===== src/hdl/plc_pkg.sv =====
// constants for the pll control and periodic rate divider block
// assumes one 25 MHz clock and a byte-wide register port
package plc_pkg;

  // ****************
  // register map
  // ****************
  localparam int ADDR_W = 4;
  localparam logic [3:0] PLL_CTRL_OFS = 4'h6;
  localparam logic [3:0] RATE_CTRL_OFS = 4'h7;

  // ****************
  // field positions
  // ****************
  localparam int CME_BIT = 7;
  localparam int PLL_POWER_ON_BIT = 6;
  localparam int AUTO_BIT = 5;
  localparam int ACQ_BIT = 4;
  localparam int RSVD_BIT = 3;
  localparam int PRE_BIT = 2;
  localparam int PCE_BIT = 1;
  localparam int SELF_CLOCK_ON_FAIL_ENABLE_BIT = 0;
  localparam int PRESC_LSB = 4;
  localparam int PRESC_W = 3;
  localparam int MODUL_LSB = 0;
  localparam int MODUL_W = 4;

  // ****************
  // reset values
  // ****************
  localparam logic [7:0] PLL_CTRL_RST = 8'hF1;
  localparam logic [6:0] RATE_CTRL_RST = 7'h00;

  // ****************
  // timing
  // ****************
  localparam int PRESC_BASE_EXP = 9;
  localparam int CLK_PERIOD_NS = 40;
  localparam int MON_TIMEOUT_NS = 4000;
  localparam int MON_TIMEOUT_CYC = (MON_TIMEOUT_NS + CLK_PERIOD_NS - 1) / CLK_PERIOD_NS;

  // ****************
  // clock monitor states
  // ****************
  typedef enum logic [2:0] {
    PLC_MON_OFF = 3'h1,
    PLC_MON_WATCH = 3'h2,
    PLC_MON_FAIL = 3'h4
  } plc_mon_e;

endpackage : plc_pkg


===== src/hdl/plc_rti_if.sv =====
// signals between the control registers and the periodic divider
// assumes both ends run on the same clock
`timescale 1ns/1ps
`default_nettype none
interface plc_rti_if;
  logic [2:0] prescale;
  logic [3:0] modulus;
  logic restart;
  logic osc_tick;
  logic hold;
  logic tick;

  modport ctrl (output prescale, output modulus, output restart,
                output osc_tick, output hold, input tick);
  modport div (input prescale, input modulus, input restart,
               input osc_tick, input hold, output tick);
endinterface : plc_rti_if
`default_nettype wire


===== src/hdl/plc_rti_divider.sv =====
// periodic divider chain: prescaler times modulus, on oscillator ticks
// assumes osc_tick is already synchronised to i_clock
`timescale 1ns/1ps
`default_nettype none
module plc_rti_divider #(
  parameter int PRE_W = 16
) (
  input wire logic i_clock,
  input wire logic i_reset_n,
  input wire logic i_clock_en,
  plc_rti_if.div rti
);

  if (PRE_W != plc_pkg::PRESC_BASE_EXP + 7) begin : g_chk
    $error("prescaler width must match the largest prescale factor");
  end

  logic [PRE_W-1:0] pre_cnt_q;
  logic [3:0] mod_cnt_q;
  logic tick_q;
  logic pre_last;

  function automatic logic [PRE_W-1:0] pre_top(input logic [2:0] p);
    logic [PRE_W:0] one;
    logic [4:0] sh;
    one = (PRE_W+1)'(1);
    sh = 5'(plc_pkg::PRESC_BASE_EXP) + 5'(p);
    pre_top = PRE_W'((one << sh) - one);
  endfunction : pre_top

  assign pre_last = (pre_cnt_q == pre_top(rti.prescale));
  assign rti.tick = tick_q;

  // ****************
  // counting
  // ****************
  always_ff @(posedge i_clock) begin
    if (!i_reset_n) begin
      pre_cnt_q <= '0;
      mod_cnt_q <= 4'h0;
      tick_q <= 1'b0;
    end else if (i_clock_en) begin
      tick_q <= 1'b0;
      if (rti.restart || rti.prescale == 3'h0) begin
        pre_cnt_q <= '0;
        mod_cnt_q <= 4'h0;
      end else if (!rti.hold && rti.osc_tick) begin
        if (pre_last) begin
          pre_cnt_q <= '0;
          if (mod_cnt_q == rti.modulus) begin
            mod_cnt_q <= 4'h0;
            tick_q <= 1'b1;
          end else begin
            mod_cnt_q <= mod_cnt_q + 4'h1;
          end
        end else begin
          pre_cnt_q <= pre_cnt_q + PRE_W'(1);
        end
      end
    end
  end

  // ****************
  // checks
  // ****************
  restart_clears_a: assert property (@(posedge i_clock) disable iff (!i_reset_n)
    (i_clock_en && rti.restart) |=> (pre_cnt_q == '0 && mod_cnt_q == 4'h0))
    else $error("rate write did not reinitialise the divider");

  hold_freezes_a: assert property (@(posedge i_clock) disable iff (!i_reset_n)
    (i_clock_en && rti.hold && !rti.restart && rti.prescale != 3'h0)
      |=> (pre_cnt_q == $past(pre_cnt_q) && mod_cnt_q == $past(mod_cnt_q)))
    else $error("divider moved while held in pseudo-stop");

  off_no_tick_a: assert property (@(posedge i_clock) disable iff (!i_reset_n)
    (i_clock_en && rti.prescale == 3'h0) |=> !tick_q)
    else $error("periodic tick while prescale is off");

endmodule : plc_rti_divider
`default_nettype wire


===== src/hdl/plc_pll_control.sv =====
// pll control and periodic rate registers of the clock generator
// assumes mode inputs come from logic on i_clock; oscillator is a pin
//
// Added by the designer: the plain strobed port.
`timescale 1ns/1ps
`default_nettype none

// Overview of operation
// - bit 7 enables clock monitor; writes ignored during self-clock mode
// - enabled monitor sees slow oscillator, starts reset or self-clock mode
// - in full stop without pseudo-stop the monitor is inactive
// - bit 6 powers pll; writes ignored while pll clock is selected
// - self-clock mode forces pll on; reads still return latched bit
// - pll on with automatic bandwidth locks without software help
// - bit 5 lets hardware pick bandwidth; writes ignored while halt-in-wait
// - manual bandwidth follows the wide filter bit; automatic ignores it
// - bit 4 picks wide (1) or narrow (0) filter, writable anytime
// - bit 2 keeps periodic timer running in pseudo-stop, else it freezes
// - bit 1 keeps watchdog running in pseudo-stop, else it freezes
// - bit 0 writable once in normal modes; never cleared in self-clock
// - clock failure enters self-clock mode if bit 0 set, else reset
// - rate write restarts divider; registers readable, rate writable anytime
// - prescale field 000 stops timer; 001..111 give two^10..two^16
// - modulus field divides by value plus one, multiplied with prescale
// - periodic divider counts oscillator clock cycles
// - halt-in-wait holds automatic bandwidth bit at one
// - pseudo-stop keeps oscillator running in stop, reduced amplitude
module plc_pll_control #(
  parameter int MON_TIMEOUT = plc_pkg::MON_TIMEOUT_CYC
) (
  input wire logic i_clock,
  input wire logic i_reset_n,
  input wire logic i_clock_en,
  input wire logic [3:0] i_addr,
  input wire logic [7:0] i_wdata,
  input wire logic i_write,
  input wire logic i_read,
  output logic [7:0] o_rdata,
  input wire logic i_self_clock_active,
  input wire logic i_pll_clock_select,
  input wire logic i_pll_halt_in_wait,
  input wire logic i_pseudo_stop_select,
  input wire logic i_stop_mode,
  input wire logic i_special_mode,
  input wire logic i_freq_far,
  input wire logic i_oscillator_clock,
  output logic o_pll_power,
  output logic o_pll_auto_lock,
  output logic o_wide_filter,
  output logic o_clock_monitor_active,
  output logic o_monitor_reset_req,
  output logic o_self_clock_req,
  output logic o_rti_flag_set,
  output logic o_rti_running,
  output logic o_watchdog_run,
  output logic o_osc_keep_running,
  output logic o_osc_low_amplitude
);

  if (MON_TIMEOUT < 2 || MON_TIMEOUT > 65535) begin : g_chk
    $error("monitor timeout must lie between 2 and 65535 cycles");
  end

  // ****************
  // declarations
  // ****************
  logic cme_q;
  logic pll_power_on_q;
  logic auto_q;
  logic acq_q;
  logic pre_q;
  logic pce_q;
  logic self_clock_on_fail_enable_q;
  logic self_clock_on_fail_enable_once_q;
  logic [6:0] rate_q;
  logic wr_pll;
  logic wr_rate;
  logic pstop_active;
  logic mon_active;
  logic fail_now;
  logic osc_s1_q;
  logic osc_s2_q;
  logic osc_s3_q;
  logic osc_lvl_q;
  logic osc_tick_q;
  logic [15:0] miss_cnt_q;
  plc_pkg::plc_mon_e mon_q;
  plc_pkg::plc_mon_e mon_d;
  plc_rti_if rti ();

  assign wr_pll = i_write && (i_addr == plc_pkg::PLL_CTRL_OFS);
  assign wr_rate = i_write && (i_addr == plc_pkg::RATE_CTRL_OFS);
  assign pstop_active = i_stop_mode && i_pseudo_stop_select;
  // full stop without pseudo-stop silences the monitor
  assign mon_active = cme_q && !(i_stop_mode && !i_pseudo_stop_select);

  // ****************
  // pll control register
  // ****************
  always_ff @(posedge i_clock) begin
    if (!i_reset_n) begin
      cme_q <= plc_pkg::PLL_CTRL_RST[plc_pkg::CME_BIT];
    end else if (i_clock_en && wr_pll && !i_self_clock_active) begin
      cme_q <= i_wdata[plc_pkg::CME_BIT];
    end
  end

  always_ff @(posedge i_clock) begin
    if (!i_reset_n) begin
      pll_power_on_q <= plc_pkg::PLL_CTRL_RST[plc_pkg::PLL_POWER_ON_BIT];
    end else if (i_clock_en && wr_pll && !i_pll_clock_select) begin
      pll_power_on_q <= i_wdata[plc_pkg::PLL_POWER_ON_BIT];
    end
  end

  always_ff @(posedge i_clock) begin
    if (!i_reset_n) begin
      auto_q <= plc_pkg::PLL_CTRL_RST[plc_pkg::AUTO_BIT];
    end else if (i_clock_en) begin
      if (i_pll_halt_in_wait) begin
        auto_q <= 1'b1;
      end else if (wr_pll) begin
        auto_q <= i_wdata[plc_pkg::AUTO_BIT];
      end
    end
  end

  always_ff @(posedge i_clock) begin
    if (!i_reset_n) begin
      acq_q <= plc_pkg::PLL_CTRL_RST[plc_pkg::ACQ_BIT];
      pre_q <= plc_pkg::PLL_CTRL_RST[plc_pkg::PRE_BIT];
      pce_q <= plc_pkg::PLL_CTRL_RST[plc_pkg::PCE_BIT];
    end else if (i_clock_en && wr_pll) begin
      acq_q <= i_wdata[plc_pkg::ACQ_BIT];
      pre_q <= i_wdata[plc_pkg::PRE_BIT];
      pce_q <= i_wdata[plc_pkg::PCE_BIT];
    end
  end

  // once-only lock opens again only in special modes
  always_ff @(posedge i_clock) begin
    if (!i_reset_n) begin
      self_clock_on_fail_enable_q <= plc_pkg::PLL_CTRL_RST[plc_pkg::SELF_CLOCK_ON_FAIL_ENABLE_BIT];
      self_clock_on_fail_enable_once_q <= 1'b0;
    end else if (i_clock_en && wr_pll && (i_special_mode || !self_clock_on_fail_enable_once_q)) begin
      if (!(i_self_clock_active && !i_wdata[plc_pkg::SELF_CLOCK_ON_FAIL_ENABLE_BIT])) begin
        self_clock_on_fail_enable_q <= i_wdata[plc_pkg::SELF_CLOCK_ON_FAIL_ENABLE_BIT];
      end
      self_clock_on_fail_enable_once_q <= !i_special_mode;
    end
  end

  // ****************
  // periodic rate register
  // ****************
  always_ff @(posedge i_clock) begin
    if (!i_reset_n) begin
      rate_q <= plc_pkg::RATE_CTRL_RST;
    end else if (i_clock_en && wr_rate) begin
      rate_q <= i_wdata[6:0];
    end
  end

  // ****************
  // register reads
  // ****************
  // data stand only in the cycle after the read strobe
  always_ff @(posedge i_clock) begin
    if (!i_reset_n) begin
      o_rdata <= 8'h00;
    end else if (i_clock_en) begin
      o_rdata <= 8'h00;
      if (i_read && i_addr == plc_pkg::PLL_CTRL_OFS) begin
        // latched power bit, not the forced state
        o_rdata <= {cme_q, pll_power_on_q, auto_q, acq_q, 1'b0, pre_q, pce_q, self_clock_on_fail_enable_q};
      end else if (i_read && i_addr == plc_pkg::RATE_CTRL_OFS) begin
        o_rdata <= {1'b0, rate_q};
      end
    end
  end

  // ****************
  // oscillator input
  // ****************
  // three stages; a level counts once the last two agree
  always_ff @(posedge i_clock) begin
    if (!i_reset_n) begin
      osc_s1_q <= 1'b0;
      osc_s2_q <= 1'b0;
      osc_s3_q <= 1'b0;
    end else if (i_clock_en) begin
      osc_s1_q <= i_oscillator_clock;
      osc_s2_q <= osc_s1_q;
      osc_s3_q <= osc_s2_q;
    end
  end

  always_ff @(posedge i_clock) begin
    if (!i_reset_n) begin
      osc_lvl_q <= 1'b0;
      osc_tick_q <= 1'b0;
    end else if (i_clock_en) begin
      osc_tick_q <= 1'b0;
      if (osc_s2_q == osc_s3_q) begin
        osc_lvl_q <= osc_s2_q;
        osc_tick_q <= osc_s2_q && !osc_lvl_q;
      end
    end
  end

  // ****************
  // clock monitor
  // ****************
  // limitation: oscillator must stay below a quarter of i_clock
  assign fail_now = (mon_q == plc_pkg::PLC_MON_WATCH) && mon_active &&
                    (miss_cnt_q == 16'(MON_TIMEOUT - 1)) && !osc_tick_q;

  always_comb begin
    mon_d = mon_q;
    case (mon_q)
      plc_pkg::PLC_MON_OFF: begin
        if (mon_active) begin
          mon_d = plc_pkg::PLC_MON_WATCH;
        end
      end
      plc_pkg::PLC_MON_WATCH: begin
        if (!mon_active) begin
          mon_d = plc_pkg::PLC_MON_OFF;
        end else if (fail_now) begin
          mon_d = plc_pkg::PLC_MON_FAIL;
        end
      end
      plc_pkg::PLC_MON_FAIL: begin
        // one request per loss; rearm once the oscillator returns
        if (!mon_active) begin
          mon_d = plc_pkg::PLC_MON_OFF;
        end else if (osc_tick_q) begin
          mon_d = plc_pkg::PLC_MON_WATCH;
        end
      end
      default: begin
        mon_d = plc_pkg::PLC_MON_OFF;
      end
    endcase
  end

  always_ff @(posedge i_clock) begin
    if (!i_reset_n) begin
      mon_q <= plc_pkg::PLC_MON_OFF;
    end else if (i_clock_en) begin
      mon_q <= mon_d;
    end
  end

  always_ff @(posedge i_clock) begin
    if (!i_reset_n) begin
      miss_cnt_q <= 16'h0000;
    end else if (i_clock_en) begin
      if (osc_tick_q || mon_q != plc_pkg::PLC_MON_WATCH) begin
        miss_cnt_q <= 16'h0000;
      end else if (miss_cnt_q != 16'(MON_TIMEOUT - 1)) begin
        miss_cnt_q <= miss_cnt_q + 16'h0001;
      end
    end
  end

  always_ff @(posedge i_clock) begin
    if (!i_reset_n) begin
      o_self_clock_req <= 1'b0;
      o_monitor_reset_req <= 1'b0;
    end else if (i_clock_en) begin
      o_self_clock_req <= fail_now && self_clock_on_fail_enable_q;
      o_monitor_reset_req <= fail_now && !self_clock_on_fail_enable_q;
    end
  end

  // ****************
  // pll and mode outputs
  // ****************
  always_ff @(posedge i_clock) begin
    if (!i_reset_n) begin
      o_pll_power <= 1'b0;
      o_pll_auto_lock <= 1'b0;
      o_wide_filter <= 1'b0;
      o_clock_monitor_active <= 1'b0;
      o_watchdog_run <= 1'b0;
      o_rti_running <= 1'b0;
      o_osc_keep_running <= 1'b0;
      o_osc_low_amplitude <= 1'b0;
    end else if (i_clock_en) begin
      o_pll_power <= pll_power_on_q || i_self_clock_active;
      o_pll_auto_lock <= (pll_power_on_q || i_self_clock_active) && auto_q;
      o_wide_filter <= auto_q ? i_freq_far : acq_q;
      o_clock_monitor_active <= mon_active;
      o_watchdog_run <= !(pstop_active && !pce_q);
      o_rti_running <= (rate_q[6:4] != 3'h0) && !(pstop_active && !pre_q);
      o_osc_keep_running <= !i_stop_mode || i_pseudo_stop_select;
      o_osc_low_amplitude <= pstop_active;
    end
  end

  // ****************
  // periodic divider
  // ****************
  assign rti.prescale = rate_q[plc_pkg::PRESC_LSB +: plc_pkg::PRESC_W];
  assign rti.modulus = rate_q[plc_pkg::MODUL_LSB +: plc_pkg::MODUL_W];
  assign rti.restart = wr_rate;
  assign rti.osc_tick = osc_tick_q;
  assign rti.hold = pstop_active && !pre_q;
  assign o_rti_flag_set = rti.tick;

  plc_rti_divider #(
    .PRE_W(16)
  ) u_div (
    .i_clock(i_clock),
    .i_reset_n(i_reset_n),
    .i_clock_en(i_clock_en),
    .rti(rti.div)
  );

  // ****************
  // checks
  // ****************
  cme_write_lock_a: assert property (@(posedge i_clock) disable iff (!i_reset_n)
    (i_clock_en && wr_pll && i_self_clock_active) |=> cme_q == $past(cme_q))
    else $error("monitor enable changed during self-clock mode");

  pll_power_on_write_lock_a: assert property (@(posedge i_clock) disable iff (!i_reset_n)
    (i_clock_en && wr_pll && i_pll_clock_select) |=> pll_power_on_q == $past(pll_power_on_q))
    else $error("pll power bit changed while pll clock selected");

  pll_forced_on_a: assert property (@(posedge i_clock) disable iff (!i_reset_n)
    (i_clock_en && i_self_clock_active) |=> o_pll_power)
    else $error("pll not forced on in self-clock mode");

  auto_held_a: assert property (@(posedge i_clock) disable iff (!i_reset_n)
    (i_clock_en && i_pll_halt_in_wait) |=> auto_q)
    else $error("automatic bandwidth not held under halt-in-wait");

  manual_bandwidth_a: assert property (@(posedge i_clock) disable iff (!i_reset_n)
    (i_clock_en && !auto_q) |=> o_wide_filter == $past(acq_q))
    else $error("manual bandwidth does not follow the filter bit");

  reserved_bit_a: assert property (@(posedge i_clock) disable iff (!i_reset_n)
    (i_clock_en && i_read && i_addr == plc_pkg::PLL_CTRL_OFS) |=> !o_rdata[3])
    else $error("unimplemented bit read as one");

  self_clock_on_fail_enable_kept_a: assert property (@(posedge i_clock) disable iff (!i_reset_n)
    (i_clock_en && i_self_clock_active && self_clock_on_fail_enable_q) |=> self_clock_on_fail_enable_q)
    else $error("self-clock enable cleared in self-clock mode");

  monitor_silent_a: assert property (@(posedge i_clock) disable iff (!i_reset_n)
    (i_clock_en && i_stop_mode && !i_pseudo_stop_select)
      |=> !o_monitor_reset_req && !o_self_clock_req)
    else $error("clock failure reported in full stop");

  fail_route_a: assert property (@(posedge i_clock) disable iff (!i_reset_n)
    (i_clock_en && fail_now)
      |=> (o_self_clock_req == $past(self_clock_on_fail_enable_q)) && (o_monitor_reset_req == !$past(self_clock_on_fail_enable_q)))
    else $error("clock failure routed to the wrong response");

endmodule : plc_pll_control
`default_nettype wire


===== config.mk =====
export PLATFORM = sky130hd
export DESIGN_NAME = plc_pll_control
export DESIGN_NICKNAME = d
export VERILOG_FILES = /design/src/hdl/plc_pkg.sv /design/src/hdl/plc_rti_if.sv /design/src/hdl/plc_rti_divider.sv /design/src/hdl/plc_pll_control.sv
export SDC_FILE = /design/constraint.sdc
export NUM_CORES = 1
export LEC_CHECK = 0
export BUFFER_PORTS_ARGS = -buffer_cell sky130_fd_sc_hd__buf_2
export CAP_MARGIN = 20
export CELL_PAD_IN_SITES_DETAIL_PLACEMENT = 1
export CELL_PAD_IN_SITES_GLOBAL_PLACEMENT = 1
export CORE_MARGIN = 2
export CORE_UTILIZATION = 48
export DETAILED_ROUTE_END_ITERATION = 12
export PLACE_DENSITY = 0.95
export SYNTH_ARGS = -nofsm -noshare
export SYNTH_HDL_FRONTEND = slang
export SYNTH_HIERARCHICAL = 1
export SYNTH_SLANG_ARGS = --single-unit
export TNS_END_PERCENT = 20

===== constraint.sdc =====
create_clock -name i_clock -period 5.55 [get_ports i_clock]
set_clock_uncertainty 0.2 [all_clocks]
set_input_delay 1.665 -clock i_clock [delete_from_list [all_inputs] [get_ports i_clock]]
set_output_delay 1.665 -clock i_clock [all_outputs]
set_load 0.05 [all_outputs]

==> run_results.csv, run 1 <==
group,metric,value,unit
floorplanning,rows,33,
worst_setup_path,path_cells,"nand2_1, inv_1, ha_1, nor2b_1, nand2b_1, ha_1, or4b_1, a21o_1, o221ai_1, nand4_1, or4b_4, o21ai_2, o211ai_1",
layout,final_nets,557,
floorplanning,dieArea,0.00941,mm2
floorplanning,core,0.00830,mm2
grt,antenna_found_initial,0,
cts,hold_buffers,0,
sta,period_minus_slack,4.92,ns
cts,clockBufferDepth,2,
synth,synthCells,494,
synth,synth-main-ff-cell,"dfxtp_1",
synth,synth_edf_count,0,
worst_setup_path,worst-path-buf-inv,1,
worst_hold_path,min_from,"o_monitor_reset_req",
worst_setup_path,required,5.57,ns
synth,ys_warn_count,6,
worst_setup_path,start_kind,"flop",
synth,ys_seq_area_share,37.6,%
worst_setup_path,path_depth,13,
synth,netlist-cell-type-count,63,
sta,maxSlewViolCount,0,
worst_setup_path,rr_worst_depth,13,
cts,path_clk_slew,0.09,ns
routing,vias,3916,
sta,final_hold_viol_count,0,
worst_setup_path,r2r-start,"rate_q[5]",
layout,syn2layout_area_growth,11.6,%
cts,cts_num_sinks,78,
layout,final_cell_mix,"dfxtp_1 (78), nor2_1 (63), nand2_1 (47), buf_2 (43), o21ai_0 (26)",
sta,rsz0062_at_grt,"false",
worst_setup_path,cpLargestDelayFamily,"simple AND/OR/NAND/NOR gates",
grt,grt_overflow,0,
worst_hold_path,hold_class,"reg2reg",
worst_setup_path,worst_path_most_repeated_cell,"ha_1",
grt,grt_util_met1,31.7,%
cts,h-tree-depth,3,
place,io_buffers,43,
cts,cts-root-buf,"clkbuf_8",
place,dp_hpwl,8.39,mm
synth,netlist_area,0.00415,mm2
layout,final_common_cell,"dfxtp_1",
pwr,total_power,1.18,mW
worst_setup_path,slowest_delay,0.68,ns
worst_setup_path,crit_slowest_cell,"dfxtp_1",
grt,met3_usage,4.62,%
cts,post-cts-setup-buffers,0,
grt,met2_usage,44.2,%
floorplanning,start_util,50.0,%
routing,routedWlPerCell,18.9,um
worst_setup_path,r2r-end,"u_div/mod_cnt_q[3]",
place,gp_congestion,0.905,
grt,grt-busiest-layer,"met2",
pwr,p_leak,1.79,nW
routing,dr.first_iter.drc_count,114,
routing,wl,12.0,mm
synth,ys_async_sr_fraction,0,%
cts,cts_buffers,9,
worst_setup_path,criticalPathCategory,"reg2reg",
grt,grt_pass1_wl,19.9,mm
routing,ant_nets,0,
worst_setup_path,cp_max_fo,18,
cts,cts_tree,"yes",
floorplanning,ios,44,
grt,grt_pass1_vias,4023,
synth,synth_seq_cells,78,
cts,post_cts_resized,0,
sta,finalSetupViolCount,0,
worst_setup_path,reg2reg_slack,0.63,ns
routing,via_per_inst,6.15,
worst_setup_path,cp-end-kind,"flop",
cts,clkLatencyLatePin,0.36,ns
sta,max_slew_margin,31.3,%
worst_hold_path,min_to,"o_monitor_reset_req",
floorplanning,die_x,97.0,um
layout,drive_gt1_share,14.7,%
sta,layout_worst_path_cycle_share,88.7,%
synth,synth.avg_cell_area,8.40,um2
pwr,powerDensity,255,mW/mm2
pwr,ir_drop,155,uV
outcome,outcome,"finished, final reports clean",
layout,nFillCells,1010,
sta,worst_pin_slew,1.03,ns
floorplanning,die_y,97.0,um
layout,diodes,0,
worst_hold_path,holdPathStages,2,
routing,drc,0,
worst_setup_path,crit_arrival,4.94,ns
grt,grt.total_usage,25.6,%
grt,grt_max_degree,40,
sta,max_freq,0.203,GHz
synth,syn_nets,524,
routing,firstDrtPassIters,4,
sta,setup-tns-final,0,ns
run,max-cap-violations,0,
[metrics by stage]
stage	setup slack, ns	cells	hold WS (ns)	utilization, %	area (um2)
floorplan	2.03	494	0.252	-	4150
global placement	1.09	621	0.249	53.0	4400
detailed placement	0.848	621	0.255	53.0	4400
CTS	0.745	637	0.268	55.8	4630
global route	0.404	637	0.299	55.8	4630
finish	0.630	637	0.267	55.8	4630
[sequential cells by signal, summed over array words and instances (netlist names), 3 cells and up]
register	cells
u_div/pre_cnt_q	16
rate_q	7
miss_cnt_q	16
mon_q	3
o_rdata	8
u_div/mod_cnt_q	4
[worst min-delay path, cell delays in order (launching register included)]
cell	delay, ns
dfxtp_1	0.32
nand2_1	0.06
a21oi_1	0.05
[synthesized netlist by cell type, drive strengths merged, types with 4 or more instances]
cell type	number	area, um2
dfxtp	78	1560
nor2	63	236
nand2	47	176
o21ai	28	148
a21oi	25	125
mux2i	22	220
nand3	20	100
xnor2	17	149
clkbuf	15	56.3
inv	11	41.3
nand4	11	83.8
xor2	11	96.3
nor3	10	55.1
or3	10	62.6
and3	8	50.1
buf	8	55.1
nor4	8	50.1
nand2b	7	43.8
nand3b	7	77.6
or4	7	60.1
a221oi	6	52.6
nor2b	6	37.5
o211ai	6	45.0
ha	5	62.6
nand4b	5	43.8
a211oi	4	35.0
a31oi	4	25.0
o21a	4	30.0
[how the worst max path moves through the flow]
| stage | start | endpoint | slack, ns |
|---|---|---|---|
| 2_1_floorplan | i_write | u_div/pre_cnt_q[15] | 2.03 |
| 3_3_place_gp | rate_q[5] | u_div/mod_cnt_q[0] | 1.09 |
| 3_5_place_dp | rate_q[5] | u_div/mod_cnt_q[3] | 0.85 |
| 4_1_cts | rate_q[5] | u_div/mod_cnt_q[3] | 0.74 |
| 5_1_grt | rate_q[5] | u_div/mod_cnt_q[2] | 0.40 |
| 6_report | rate_q[5] | u_div/mod_cnt_q[3] | 0.63 |
[where the power goes]
part	total (mW)	leakage (nW)	switching, mW	internal, mW
clock network	0.499	0.116	0.239	0.260
logic	0.103	1.04	0.0713	0.0314
registers	0.578	0.632	0.00933	0.569
[kinds of logic after synthesis]
kind of cell             count (synthesis)  share of synthesized area (%)
AO/OA/AOI/OAI                           97                           15.4
XOR/XNOR                                28                           5.91
adder cells (fa/ha/maj)                  5                           1.51
buffers and inverters                   34                           3.68
flip-flops                              78                           37.6
multiplexers                            23                           5.58
other                                    1                         0.0904
AND/OR/NAND/NOR                        228                           30.2
[per-layer routing]
metal  wire [um]  part of all wire, %  vias up
li1            -                    -     1852
met1        5240                   44     1927
met2        5960                   49      107
met3         518                  4.3       30
met4         321                  2.7        0
met5           0                    0        -
[final cells by class]
type	count	area, um2	area share (%)
clock buffer	9	124	2.67
clock inverter	7	106	2.30
multi-input combinational	382	2440	52.6
inverter	11	41.3	0.892
sequential	78	1560	33.7
timing repair buffer	45	230	4.97
tap	105	131	2.84
Note: power is estimated with default switching activity, not from simulation.
==> inputs of run 2 (changes only) <==
- CORE_UTILIZATION: 48 -> 30
- PLACE_DENSITY: 0.95 -> 0.68
==> run_results.csv, run 2 (synthesized netlist as in run 1, its figures left out) <==
group,metric,value,unit
outcome,outcome,"finished, final reports clean",
cts,h-tree-depth,3,
sta,maxSlewViolCount,0,
routing,vias,3778,
sta,max_freq,0.207,GHz
worst_setup_path,rr_worst_depth,13,
grt,grt_pass1_vias,3792,
cts,cts_tree,"yes",
grt,grt_overflow,0,
cts,post_cts_resized,0,
worst_setup_path,reg2reg_slack,0.73,ns
grt,antenna_found_initial,0,
sta,fin_hold_ws,0.263,ns
worst_hold_path,holdPathStages,2,
layout,drive_gt1_share,15.0,%
pwr,total_power,1.29,mW
layout,final_cell_mix,"dfxtp_1 (78), nor2_1 (63), nand2_1 (47), buf_2 (43), o21ai_0 (26)",
worst_setup_path,cpLargestDelayFamily,"simple AND/OR/NAND/NOR gates",
floorplanning,dieArea,0.0148,mm2
layout,final_cell_area,0.00480,mm2
layout,final_nets,559,
worst_setup_path,path_cells,"nand2_1, inv_1, ha_1, nor2b_1, nand2b_1, ha_1, or4b_1, a21o_1, o221ai_1, nand4_1, or4b_4, o21ai_2, mux2i_1",
routing,drc,0,
sta,max_slew_margin,29.4,%
sta,worst_pin_slew,1.06,ns
worst_setup_path,crit_arrival,4.81,ns
worst_setup_path,crit_slowest_cell,"or4b_4",
worst_hold_path,min_from,"o_osc_low_amplitude",
routing,ant_nets,0,
worst_setup_path,cp_max_fo,18,
floorplanning,ios,44,
layout,syn2layout_area_growth,15.7,%
floorplanning,rows,42,
routing,wl,11.4,mm
layout,top_regs,"miss_cnt_q x16, u_div/pre_cnt_q x16, o_rdata x8",
sta,finalSetupViolCount,0,
worst_setup_path,r2r-end,"u_div/mod_cnt_q[0]",
cts,cts_num_sinks,78,
place,io_buffers,43,
cts,hold_buffers,0,
worst_setup_path,cp-end-kind,"flop",
worst_setup_path,worst_path_most_repeated_cell,"ha_1",
worst_setup_path,r2r-start,"rate_q[5]",
sta,rsz0062_at_grt,"false",
worst_setup_path,start_kind,"flop",
layout,diodes,0,
floorplanning,core,0.0134,mm2
sta,setup-tns-final,0,ns
floorplanning,die_x,122,um
pwr,ir_drop,163,uV
place,dp_hpwl,8.27,mm
cts,clkLatencyLatePin,0.35,ns
grt,grt.total_usage,16.3,%
cts,path_clk_slew,0.07,ns
place,dpl_cell_area,0.00450,mm2
cts,clockBufferDepth,2,
sta,period_minus_slack,4.82,ns
layout,final_common_cell,"dfxtp_1",
worst_setup_path,slowest_delay,0.65,ns
worst_setup_path,criticalPathCategory,"reg2reg",
run,max-cap-violations,0,
cts,post-cts-setup-buffers,0,
pwr,powerDensity,268,mW/mm2
sta,final_hold_viol_count,0,
worst_setup_path,required,5.54,ns
routing,routedWlPerCell,16.1,um
grt,grt_max_degree,40,
cts,cts_buffers,9,
worst_hold_path,hold_class,"reg2reg",
floorplanning,die_y,122,um
cts,cts-root-buf,"clkbuf_16",
layout,nFillCells,1630,
sta,layout_worst_path_cycle_share,86.9,%
routing,firstDrtPassIters,4,
routing,via_per_inst,5.32,
worst_hold_path,min_to,"o_osc_low_amplitude",
floorplanning,start_util,31.0,%
worst_setup_path,worst-path-buf-inv,1,
grt,grt_pass1_wl,19.2,mm
pwr,p_leak,1.83,nW
place,gp_congestion,0.834,
routing,dr.first_iter.drc_count,154,
run 2: changes by cell type in the layout (fill, tap and decap cells not counted):
| cell | delta |
|---|---|
| clkbuf_16 | +9 |
| clkbuf_8 | -9 |
| clkinv_4 | -3 |
| buf_4 | +2 |
| clkinv_2 | +2 |
| clkinvlp_4 | +2 |
| bufinv_16 | -1 |
| inv_6 | +1 |
| inv_8 | -1 |
run 2: worst reg2reg max path, stage by stage (launching register included):
cell and delay, ns:
dfxtp_1 0.64, nand2_1 0.22, inv_1 0.12, ha_1 0.41
nor2b_1 0.24, nand2b_1 0.08, ha_1 0.38, or4b_1 0.58
a21o_1 0.20, o221ai_1 0.07, nand4_1 0.14, or4b_4 0.65
o21ai_2 0.55, mux2i_1 0.19
run 2: final cells by class:
class / count / area (um2) / area share (%)
well taps: 176 / 220 / 4.59
flip-flops and latches: 78 / 1560 / 32.5
clock buffers: 9 / 225 / 4.69
repair buffers: 47 / 245 / 5.11
inverters: 11 / 41.3 / 0.860
clock inverters: 7 / 72.6 / 1.51
multi-input cells: 382 / 2440 / 50.7
run 2: where the power goes:
| part | internal, mW | switching, mW |
|---|---|---|
| sequential | 0.569 | 0.00829 |
| combinational | 0.0323 | 0.0691 |
| clock | 0.350 | 0.257 |
| total | 0.951 | 0.334 |
run 2: layer usage:
layer / up-vias / share of wire (%) / GRT usage (%)
li1: 1857 / - / -
met4: 0 / 1.7 / 7.11
met3: 14 / 1.5 / 2.81
met5: - / 0 / 0
met2: 37 / 50 / 28.3
met1: 1870 / 46 / 19.9
run 2: worst max path at each step:
stage,start,end,slack (ns),cells after the start
finish,rate_q[5],u_div/mod_cnt_q[0],0.73,13
detailed placement,rate_q[5],u_div/mod_cnt_q[0],0.79,13
CTS,rate_q[5],u_div/mod_cnt_q[0],0.76,13
global placement,rate_q[5],u_div/mod_cnt_q[0],1.03,13
floorplan,i_write,u_div/pre_cnt_q[15],2.03,8
global route,rate_q[5],u_div/mod_cnt_q[0],0.35,13
run 2: stage by stage:
stage | worst slack (ns) | utilization (%) | std cells
floorplan | 2.03 | - | 494
finish | 0.729 | 35.8 | 710
detailed placement | 0.791 | 33.6 | 694
CTS | 0.756 | 35.8 | 710
global placement | 1.03 | 33.6 | 694
global route | 0.354 | 35.8 | 710
